===== config.mk =====
export PLATFORM = sky130hd
export DESIGN_NAME = qshp_slave
export DESIGN_NICKNAME = d
export VERILOG_FILES = /design/src/common/qshp_pkg.sv /design/src/hw/qshp_slave.sv
export SDC_FILE = /design/constraint.sdc
export NUM_CORES = 2
export LEC_CHECK = 0
export ABC_AREA = 1
export BUFFER_PORTS_ARGS = -buffer_cell sky130_fd_sc_hd__buf_4
export CORE_ASPECT_RATIO = 1.5
export CORE_MARGIN = 2
export CORE_UTILIZATION = 56
export DETAILED_ROUTE_END_ITERATION = 10
export PLACE_DENSITY = 0.76
export SLEW_MARGIN = 25
export SYNTH_ARGS = -nofsm -noshare
export SYNTH_HDL_FRONTEND = slang
export SYNTH_SLANG_ARGS = --single-unit

===== constraint.sdc =====
create_clock -name clk -period 8.42 [get_ports clk]
set_input_delay 0 -clock clk [delete_from_list [all_inputs] [get_ports clk]]
set_output_delay 0 -clock clk [all_outputs]
set_load 0.01 [all_outputs]

===== src/common/qshp_pkg.sv =====
`default_nettype none
package qshp_pkg;
	// =====================================================
	// Lane width codes
	localparam logic [1:0] WID_SINGLE = 2'h0;
	localparam logic [1:0] WID_DUAL = 2'h1;
	localparam logic [1:0] WID_QUAD = 2'h2;
	// =====================================================
	// First byte of each command transaction
	localparam logic [7:0] CMD_STANDBY = 8'h41;
	localparam logic [7:0] CMD_SLEEP = 8'h42;
	localparam logic [7:0] CMD_OFF_A = 8'h43;
	localparam logic [7:0] CMD_OFF_B = 8'h50;
	localparam logic [7:0] CMD_EXT_SRC = 8'h44;
	localparam logic [7:0] CMD_INT_OSC = 8'h48;
	localparam logic [7:0] CMD_PLL_A = 8'h61;
	localparam logic [7:0] CMD_PLL_B = 8'h62;
	localparam logic [7:0] CMD_CORE_RST = 8'h68;
	localparam logic [7:0] CMD_PAD_DRV = 8'h70;
	localparam logic [7:0] CMD_PAD_SLP = 8'h71;
	// =====================================================
	// Parameter field limits
	localparam int NGRP = 26;
	localparam logic [5:0] GRP_LAST = 6'h19;
	localparam logic [5:0] GRP_RSV_LO = 6'h04;
	localparam logic [5:0] GRP_RSV_HI = 6'h07;
	localparam logic [5:0] MULT_RSV = 6'h01;
	localparam logic [5:0] MULT_MAX = 6'h06;
	localparam logic [1:0] PDS_RSV = 2'h3;
	// =====================================================
	// Reset values
	localparam logic [7:0] FLAGS_RST = 8'h00;
	localparam logic [7:0] PLL_RST = 8'h00;
	localparam logic [5:0] PIN_RST = 6'h10;
	// =====================================================
	// Types
	typedef enum logic [2:0] {PH_IDLE = 3'h0, PH_HDR = 3'h1, PH_DUM = 3'h3, PH_RDAT = 3'h2,
		PH_WDAT = 3'h6, PH_CMD = 3'h7, PH_SKIP = 3'h5} qshp_ph_e;
	typedef enum logic [1:0] {PW_SLEEP = 2'h0, PW_ACTIVE = 2'h1, PW_STANDBY = 2'h3,
		PW_OFF = 2'h2} qshp_pwr_e;
	typedef struct packed {
		logic [21:0] addr;
		logic [7:0] data;
	} qshp_wr_s;
	typedef struct packed {
		logic [2:0][5:0] sy;
		logic [5:0] f;
		qshp_ph_e ph;
		logic [1:0] wid;
		logic [7:0] rx_sh;
		logic [2:0] rx_cnt;
		logic [1:0] nb;
		logic [7:0] hdr;
		logic [7:0] prm;
		logic [21:0] addr;
		logic [7:0] tx_sh;
		logic [2:0] tx_cnt;
		logic [7:0] tx_buf;
		logic [3:0] dq_o;
		logic [3:0] oe;
		logic rd_req;
		logic [21:0] rd_a;
		logic rd_pend;
		logic rd_flag;
		logic [7:0] fl;
		qshp_pwr_e pwr;
		logic clk_ext;
		logic [7:0] pll;
		logic [NGRP-1:0][2:0] drv;
		logic [NGRP-1:0][1:0] pds;
		logic core_rst;
		logic [1:0] zrd;
		logic push;
		qshp_wr_s pw;
		logic done;
	} qshp_st_s;
endpackage : qshp_pkg
`default_nettype wire


===== src/hw/qshp_slave.sv =====
// Overview of operation
// - In dual or quad mode every lane is an input when chip select falls.
// - Device drives only from first read data bit; dummy byte is undriven.
// - Chip select high returns every lane to input.
// - Dual: master-in carries the MSB; quad: lane three down to master-out.
// - Reads and writes address a 4 megabyte space.
// - Fields go MSB first; transactions are framed by chip select low.
// - Any number of data bytes, address advancing by one per byte.
// - Read is 00, 22-bit address, dummy byte, then one data byte per byte.
// - Write is 10, 22-bit address, data; complete when chip select rises.
// - Command is 01 plus 6-bit code, parameter byte, then 00h.
// - Commands run only in single lane mode, except core reset.
// - Core power-off restores command defaults except pad sleep states.
// - Command 00h or two reads of address 0 wake to active.
// - 41h standby, 42h sleep, 43h or 50h core power off.
// - 44h external source, 48h internal oscillator; reset only on change.
// - 61h/62h sets PLL ratio, only in sleep, multiplier 0 or 2 to 6.
// - 68h pulses core reset, keeping command settings.
// - 71h sets pad power-down state per group; cleared only by reset.
// - Interrupt pin floats when disabled, else low on any unmasked flag.
// - Flags are set by sources and all cleared by a read of the flag address.
// - After reset single lane; width code 00, 01, 10.
// - Only clock mode 0 is supported.
`timescale 1ns/100ps
`default_nettype none
module qshp_fifo #(
	parameter int W = 30,
	parameter int D = 32
) (
	input wire logic clk,
	input wire logic rst,
	input wire logic in_valid,
	output logic in_ready,
	input wire logic [W-1:0] in_data,
	output logic out_valid,
	input wire logic out_ready,
	output logic [W-1:0] out_data
);
	localparam int AW = $clog2(D);
	typedef struct packed {
		logic [AW-1:0] wp;
		logic [AW-1:0] rp;
		logic [AW:0] cnt;
	} qshp_fs_s;
	qshp_fs_s s, n;
	logic [W-1:0] mem [D];
	logic wr, rd;
	// Pointers wrap freely, so depth must be a power of two
	if (D < 2 || (D & (D - 1)) != 0)
	begin : g_chk
		$error("fifo depth must be a power of two");
	end
	assign in_ready = s.cnt != (AW+1)'(D);
	assign out_valid = s.cnt != '0;
	assign wr = in_valid & in_ready;
	assign rd = out_valid & out_ready;
	assign out_data = mem[s.rp];
	// Pointer and fill count update
	always_comb
	begin
		n = s;
		if (wr)
			n.wp = s.wp + 1'b1;
		if (rd)
			n.rp = s.rp + 1'b1;
		if (wr && !rd)
			n.cnt = s.cnt + 1'b1;
		else if (rd && !wr)
			n.cnt = s.cnt - 1'b1;
	end
	always_ff @(posedge clk or posedge rst)
	begin
		if (rst)
			s <= '0;
		else
			s <= n;
	end
	// Storage has no reset; only written words are ever read
	always_ff @(posedge clk)
	begin
		if (wr)
			mem[s.wp] <= in_data;
	end
endmodule : qshp_fifo

module qshp_slave #(
	parameter logic [21:0] FLAG_ADDR = 22'h302010,
	parameter int FIFO_DEPTH = 32
) (
	input wire logic clk,
	input wire logic rst,
	input wire logic sclk_pin,
	input wire logic cs_n_pin,
	input wire logic [3:0] dq_in,
	output logic [3:0] dq_out,
	output logic [3:0] dq_oe,
	input wire logic [1:0] lane_width,
	output logic rd_req,
	output logic [21:0] rd_addr,
	input wire logic [7:0] rd_data,
	output logic wr_valid,
	input wire logic wr_ready,
	output logic [21:0] wr_addr,
	output logic [7:0] wr_data,
	output logic wr_fifo_ready,
	output logic wr_done,
	input wire logic [7:0] irq_set,
	input wire logic int_en,
	input wire logic [7:0] int_mask,
	input wire logic int_push_pull,
	output logic int_n_out,
	output logic int_n_oe,
	output logic [1:0] pwr_state,
	output logic clk_ext_sel,
	output logic [7:0] pll_ratio,
	output logic core_rst,
	output logic [3*qshp_pkg::NGRP-1:0] pad_drive,
	output logic [2*qshp_pkg::NGRP-1:0] pad_sleep
);
	qshp_pkg::qshp_st_s s, n;
	qshp_pkg::qshp_wr_s fo;
	logic [5:0] fnew;
	logic bdone, clr, int_act;
	logic [7:0] sh;
	logic [5:0] grp;

	// =====================================================
	// Lane helpers
	function automatic logic [2:0] lanes_k(input logic [1:0] w);
		case (w)
			qshp_pkg::WID_DUAL: lanes_k = 3'h2;
			qshp_pkg::WID_QUAD: lanes_k = 3'h4;
			default: lanes_k = 3'h1;
		endcase
	endfunction : lanes_k

	function automatic logic [7:0] shin(input logic [7:0] v, input logic [3:0] d,
		input logic [1:0] w);
		case (w)
			qshp_pkg::WID_DUAL: shin = {v[5:0], d[1:0]};
			qshp_pkg::WID_QUAD: shin = {v[3:0], d};
			default: shin = {v[6:0], d[0]};
		endcase
	endfunction : shin

	function automatic logic [3:0] pins(input logic [7:0] v, input logic [1:0] w);
		case (w)
			qshp_pkg::WID_DUAL: pins = {2'h0, v[7:6]};
			qshp_pkg::WID_QUAD: pins = v[7:4];
			default: pins = {2'h0, v[7], 1'h0};
		endcase
	endfunction : pins

	function automatic logic [3:0] oemask(input logic [1:0] w);
		case (w)
			qshp_pkg::WID_DUAL: oemask = 4'h3;
			qshp_pkg::WID_QUAD: oemask = 4'hF;
			default: oemask = 4'h2;
		endcase
	endfunction : oemask

	// =====================================================
	// Next state
	always_comb
	begin
		n = s;
		bdone = 1'b0;
		sh = s.tx_sh;
		grp = s.rx_sh[7:2];
		// Pins pass three stages; a bit moves once stages two and three agree
		fnew = (s.sy[1] & s.sy[2]) | (s.f & (s.sy[1] | s.sy[2]));
		n.sy = {s.sy[1:0], {sclk_pin, cs_n_pin, dq_in}};
		n.f = fnew;
		n.rd_req = 1'b0;
		n.core_rst = 1'b0;
		n.push = 1'b0;
		n.done = 1'b0;
		n.rd_pend = s.rd_req;
		// Set wins over the read clear
		clr = s.rd_pend & s.rd_flag;
		n.fl = (s.fl & ~{8{clr}}) | irq_set;
		if (s.rd_pend)
			n.tx_buf = s.rd_flag ? s.fl : rd_data;
		if (s.f[4] && !fnew[4])
		begin
			// Frame start: all lanes input, width latched for the frame
			n.ph = qshp_pkg::PH_HDR;
			n.rx_cnt = 3'h0;
			n.nb = 2'h0;
			n.tx_cnt = 3'h0;
			n.oe = 4'h0;
			n.wid = (lane_width == 2'h3) ? qshp_pkg::WID_SINGLE : lane_width;
		end
		else if (!s.f[4] && fnew[4])
		begin
			n.ph = qshp_pkg::PH_IDLE;
			n.oe = 4'h0;
			n.done = s.ph == qshp_pkg::PH_WDAT;
			// Three zero bytes then frame end is the wake command
			if (s.ph == qshp_pkg::PH_DUM && s.rx_cnt == 3'h0 && s.addr == 22'h0
				&& s.wid == qshp_pkg::WID_SINGLE)
				n.pwr = qshp_pkg::PW_ACTIVE;
		end
		else if (!fnew[4] && s.ph != qshp_pkg::PH_IDLE)
		begin
			// Mode 0: sample on rising, shift out on falling
			if (fnew[5] && !s.f[5])
			begin
				n.rx_sh = shin(s.rx_sh, fnew[3:0], s.wid);
				n.rx_cnt = s.rx_cnt + lanes_k(s.wid);
				bdone = n.rx_cnt == 3'h0;
			end
			else if (!fnew[5] && s.f[5] && s.ph == qshp_pkg::PH_RDAT)
			begin
				if (s.tx_cnt == 3'h0)
					sh = s.tx_buf;
				n.dq_o = pins(sh, s.wid);
				n.oe = oemask(s.wid);
				n.tx_sh = sh << lanes_k(s.wid);
				n.tx_cnt = s.tx_cnt + lanes_k(s.wid);
			end
		end
		// Byte decode
		if (bdone)
		begin
			case (s.ph)
				qshp_pkg::PH_HDR:
				begin
					n.nb = s.nb + 2'h1;
					case (s.nb)
						2'h0:
						begin
							n.hdr = n.rx_sh;
							n.addr[21:16] = n.rx_sh[5:0];
							if (n.rx_sh[7:6] == 2'h1)
								n.ph = qshp_pkg::PH_CMD;
							else if (n.rx_sh[7:6] == 2'h3)
								n.ph = qshp_pkg::PH_SKIP;
						end
						2'h1: n.addr[15:8] = n.rx_sh;
						default:
						begin
							n.addr[7:0] = n.rx_sh;
							n.ph = s.hdr[7] ? qshp_pkg::PH_WDAT : qshp_pkg::PH_DUM;
						end
					endcase
				end
				qshp_pkg::PH_DUM, qshp_pkg::PH_RDAT:
				begin
					// Fetch one byte ahead of each host byte
					n.ph = qshp_pkg::PH_RDAT;
					n.rd_req = 1'b1;
					n.rd_a = s.addr;
					n.rd_flag = s.addr == FLAG_ADDR;
					n.addr = s.addr + 22'h1;
					if (s.ph == qshp_pkg::PH_DUM)
					begin
						n.zrd = (s.addr == 22'h0) ? s.zrd + 2'h1 : 2'h0;
						if (n.zrd == 2'h2)
						begin
							n.zrd = 2'h0;
							n.pwr = qshp_pkg::PW_ACTIVE;
						end
					end
				end
				qshp_pkg::PH_WDAT:
				begin
					n.push = 1'b1;
					n.pw = '{addr: s.addr, data: n.rx_sh};
					n.addr = s.addr + 22'h1;
				end
				qshp_pkg::PH_CMD:
				begin
					n.nb = s.nb + 2'h1;
					if (s.nb == 2'h1)
						n.prm = n.rx_sh;
					else
					begin
						n.ph = qshp_pkg::PH_SKIP;
						grp = s.prm[7:2];
						// Only core reset passes in dual or quad mode
						if (s.wid == qshp_pkg::WID_SINGLE || s.hdr == qshp_pkg::CMD_CORE_RST)
						begin
							case (s.hdr)
								qshp_pkg::CMD_STANDBY: n.pwr = qshp_pkg::PW_STANDBY;
								qshp_pkg::CMD_SLEEP: n.pwr = qshp_pkg::PW_SLEEP;
								qshp_pkg::CMD_OFF_A, qshp_pkg::CMD_OFF_B:
								begin
									n.pwr = qshp_pkg::PW_OFF;
									n.clk_ext = 1'b0;
									n.pll = qshp_pkg::PLL_RST;
									n.drv = '0;
								end
								qshp_pkg::CMD_EXT_SRC:
								begin
									n.clk_ext = 1'b1;
									n.core_rst = !s.clk_ext;
								end
								qshp_pkg::CMD_INT_OSC:
								begin
									n.clk_ext = 1'b0;
									n.core_rst = s.clk_ext;
								end
								qshp_pkg::CMD_PLL_A, qshp_pkg::CMD_PLL_B:
								begin
									if (s.pwr == qshp_pkg::PW_SLEEP && s.prm[5:0] != qshp_pkg::MULT_RSV
										&& s.prm[5:0] <= qshp_pkg::MULT_MAX)
										n.pll = s.prm;
								end
								qshp_pkg::CMD_CORE_RST: n.core_rst = 1'b1;
								qshp_pkg::CMD_PAD_DRV:
								begin
									if (grp <= qshp_pkg::GRP_LAST
										&& (grp < qshp_pkg::GRP_RSV_LO || grp > qshp_pkg::GRP_RSV_HI))
										n.drv[grp] = {1'b1, s.prm[1:0]};
								end
								qshp_pkg::CMD_PAD_SLP:
								begin
									if (grp <= qshp_pkg::GRP_LAST && s.prm[1:0] != qshp_pkg::PDS_RSV
										&& (grp < qshp_pkg::GRP_RSV_LO || grp > qshp_pkg::GRP_RSV_HI))
										n.pds[grp] = s.prm[1:0];
								end
								default: n.ph = qshp_pkg::PH_SKIP;
							endcase
						end
					end
				end
				default: n.ph = s.ph;
			endcase
		end
	end

	// Pad sleep states clear only on the async reset, which also resets all else
	always_ff @(posedge clk or posedge rst)
	begin
		if (rst)
		begin
			s <= '0;
			s.sy <= {3{qshp_pkg::PIN_RST}};
			s.f <= qshp_pkg::PIN_RST;
			s.ph <= qshp_pkg::PH_IDLE;
			s.pwr <= qshp_pkg::PW_SLEEP;
			s.fl <= qshp_pkg::FLAGS_RST;
			s.pll <= qshp_pkg::PLL_RST;
		end
		else
			s <= n;
	end

	// =====================================================
	// Write buffer: the memory side may stall, the serial side cannot
	qshp_fifo #(.W($bits(qshp_pkg::qshp_wr_s)), .D(FIFO_DEPTH)) u_wbuf (
		.clk(clk),
		.rst(rst),
		.in_valid(s.push),
		.in_ready(wr_fifo_ready),
		.in_data(s.pw),
		.out_valid(wr_valid),
		.out_ready(wr_ready),
		.out_data(fo)
	);

	// =====================================================
	// Outputs; interrupt pin is open drain unless push-pull chosen
	assign int_act = int_en & |(s.fl & int_mask);
	assign int_n_out = ~int_act;
	assign int_n_oe = int_en & (int_push_pull | int_act);
	assign dq_out = s.dq_o;
	assign dq_oe = s.oe;
	assign rd_req = s.rd_req;
	assign rd_addr = s.rd_a;
	assign wr_addr = fo.addr;
	assign wr_data = fo.data;
	assign wr_done = s.done;
	assign pwr_state = s.pwr;
	assign clk_ext_sel = s.clk_ext;
	assign pll_ratio = s.pll;
	assign core_rst = s.core_rst;
	assign pad_drive = s.drv;
	assign pad_sleep = s.pds;
endmodule : qshp_slave
`default_nettype wire


==> summary.txt <==
fill count = 7,273
internal power = 11,100 µW
Final setup viols = 0
initial core utilization = 0.563
post-layout worst setup margin = 3980 ps
Pwr Density = 274 mW/mm²
dpl hpwl = 83.5 mm
Max-slew headroom = 0.248
EDFF count, synth = 960
dpl ws = 4100 ps
first-pass iteration count of the detailed router = 6
synthesized net count = 4,970
post-CTS setup buffers = 0
total gr overflow = 0
Post-synth ARST share = 0.256
Post-Route Setup TNS = 0 ps
CTS tree = yes
power share of the clock group = 0.317
count leader, synth = edfxtp_1
critical-path cell list = buf_12 -> buf_4 -> o21ai_0 -> o211ai_1 -> o211ai_1 -> nand4_1 -> nand2_1 -> inv_1 -> buf_4
Port-buffer cells = 244
Fin Clk Skew = 38.4 ps
synth-to-layout area growth = 11.1%
# nets final = 4,992
Fmax = 0.225 GHz
hold_buf cts = 42
sequential power share = 0.424
Largest stage delay, worst path = 900 ps
Synth area leaders = edfxtp_1 53%, dfrtp_1 15%, o21ai_0 6.4%, nand2_1 5.2%, nor2_1 5.0%
Main synth FF type = edfxtp_1
initial antenna violation count = 0
Util after Layout = 0.626
IO Pins = 245
design area = 0.0606 mm²
R2R depth = 17
WP data required = 8420 ps
DR vias = 37,717
RSZ-0062 raised after global routing = no
WL/cell = 22.9 µm
Yosys reg bits = 1,291
Crit path max-delay family = buffers and inverters
mapped cell area = 0.0545 mm²
drt total wl = 145 mm
power share of the combinational group = 0.260
dpl cells = 6,052
DP Area = 0.0564 mm²
crit start category = flip-flop
share of the synthesized area in the top cell type = 0.529
antenna-violating nets left = 0
FF-to-FF Start = s[287]$_DFFE_PP0P_
Worst Tran Pin Value = 1130 ps
Leak Pwr = 0.0210 µW
hold worst-path end = s[217]$_DFFE_PP0P_
Rows = 140
Die Ht = 386 µm
first-pass GRT wire length = 217 mm
Final Hold Vio Count = 0
Unique masters post-synth = 52
Sink Count = 1,291
number of global-route vias before repair = 36,733
number of CTS-inserted buffers = 111
FF/Latch Area = 0.0371 mm²
post-synth top area cell = edfxtp_1
Tmin final = 4440 ps
H-Tree Depth = 3
period utilization = 0.528
Clock Path Buffers = 3
Hold Path Origin = rd_data[0]
clk_lat worst skew = 750 ps
CP bufs+invs = 4
Switch Pwr = 5540 µW
Reg clk slew, reported paths = 70 ps
FF-to-FF End = pad_drive[46]$_DFFE_PP0P_
R2R Setup Slk = 4080 ps
pin count of the biggest net entering global routing = 240
WHS Path Cells = 4
footprint of the multi-input gates = 0.0145 mm²
initial DRC count = 3,825
ant diodes = 0
register area share after synthesis = 0.681
DIE AREA = 0.0999 mm²
Worst setup EP type = primary output
Post-Synthesis Cells = 4,909
Peak VDD IR = 0.340 mV
Core Area = 0.0969 mm²
crit-path max FO = 153
layout cell share with drive strength beyond 1 = 0.119
Avg Inst Size Synth = 11.1 µm²
Final Non-Filler Cells = 6,304
placer congestion estimate = 0.923
critical path arrival = 4440 ps
Synthesis Warnings = 0
Hold Crit Class = input pin to flip-flop
max-cap viol count = 0
Post-route DRC = 0
CP Class = flip-flop to primary output
synth cell count leaders = 960 x edfxtp_1, 756 x nand2_1, 724 x nor2_1
switch share = 0.334
Die X = 259 µm
Total GRT Usage = 0.289
status = finished clean
Via density = 5.98
CTS root buf = clkbuf_16
post-CTS sizing = 0
Slew Limit Fails = 0
Slowest cell on crit path = dfrtp_4
cell families (layout without fill, tap and decap cells):
| group | count (synthesis) | in the layout | synth area share |
|---|---|---|---|
| adders and majority gates | 28 | 28 | 0.00665 |
| and+or+nand+nor | 1760 | 1760 | 0.134 |
| AOI/OAI and AO/OA | 1154 | 1154 | 0.116 |
| buffers and inverters | 655 | 772 | 0.0590 |
| DFF | 1291 | 1291 | 0.681 |
| muxes | 4 | 4 | 0.000734 |
| xor gates and xnor gates | 17 | 17 | 0.00273 |
worst max-delay path by stage:
stage | start | end | slack [ps] | cells past startpoint
6_report | u_wbuf.s[6]$_DFFE_PP0P_ | wr_addr[15] | 3980 | 9
5_1_grt | s[288]$_DFFE_PP0P_ | pad_drive[46]$_DFFE_PP0P_ | 3710 | 17
4_1_cts | s[287]$_DFFE_PP0P_ | pad_drive[60]$_DFFE_PP0P_ | 4050 | 16
3_5_place_dp | s[287]$_DFFE_PP0P_ | pad_drive[60]$_DFFE_PP0P_ | 4100 | 16
3_3_place_gp | s[287]$_DFFE_PP0P_ | pad_drive[32]$_DFFE_PP0P_ | 4260 | 16
2_1_floorplan | rst | async pin | 4000 | 1
tightest hold or removal path, delay by kind of cell:
kind                   cells  cell delay (ps)
buffers and inverters      2              660
AO/OA/AOI/OAI              1               60
AND/OR/NAND/NOR            1               50
placed cells by master (no fill, tap or decap), types with 8 or more instances in the layout:
| cell type | instances |
|---|---|
| clkbuf_1 | 22 |
| o21ai_1 | 144 |
| or2_2 | 15 |
| dfrtp_2 | 12 |
| inv_2 | 13 |
| clkinv_2 | 16 |
| clkinv_1 | 22 |
| o21ai_0 | 702 |
| nor2_1 | 693 |
| a21o_1 | 8 |
| dlygate4sd3_1 | 42 |
| nand4_1 | 66 |
| clkbuf_16 | 113 |
| a21oi_1 | 22 |
| dfrtp_1 | 312 |
| xor2_1 | 15 |
| bufinv_16 | 12 |
| edfxtp_1 | 960 |
| ha_1 | 21 |
| o22ai_1 | 131 |
| inv_1 | 199 |
| nor2_4 | 35 |
| nand3_2 | 18 |
| nand3_1 | 138 |
| nor3_1 | 16 |
| o211ai_1 | 123 |
| clkbuf_8 | 11 |
| buf_4 | 299 |
| nand2_1 | 756 |
metal layers:
layer / vias to the layer above / track usage / wire length (µm)
li1: 17084 / - / -
met1: 18205 / 0.350 / 51500
met2: 2011 / 0.497 / 72200
met3: 417 / 0.0500 / 12900
met4: 0 / 0.152 / 7970
met5: - / 0 / 0
per-stage QoR:
step           hold WS [ps]  total power, µW
2_1_floorplan          4.48             9820
3_3_place_gp            109            11300
3_5_place_dp            110            11400
4_1_cts                42.5            16600
5_1_grt                77.5            17300
6_report               70.9            16600
power by group through the flow:
stage          logic (µW)  clock network [µW]  registers (µW)
2_1_floorplan        2800                   0            7020
3_3_place_gp         4150                   0            7160
3_5_place_dp         4250                   0            7160
4_1_cts              4280                5300            7030
5_1_grt              4710                5520            7040
6_report             4310                5260            7030
cell type report:
cell class              instances  share of cell area
flip-flops and latches       1291               0.613
well taps                    1278              0.0264
clock buffers                 147              0.0506
clock inverters                61              0.0115
repair buffers                348              0.0464
inverters                     216              0.0136
multi-input cells            2963               0.239
registers in the layout (all words and copies together), names as in the netlist, named ones only:
name,cells
pwr_state,2
s,130
pll_ratio,8
rd_req,1
clk_ext_sel,1
dq_out,4
core_rst,1
rd_addr,22
n,12
dq_oe,3
pad_drive,78
wr_done,1
u_wbuf.s,16
u_wbuf.mem,960
(Power assumes the default switching activity.)
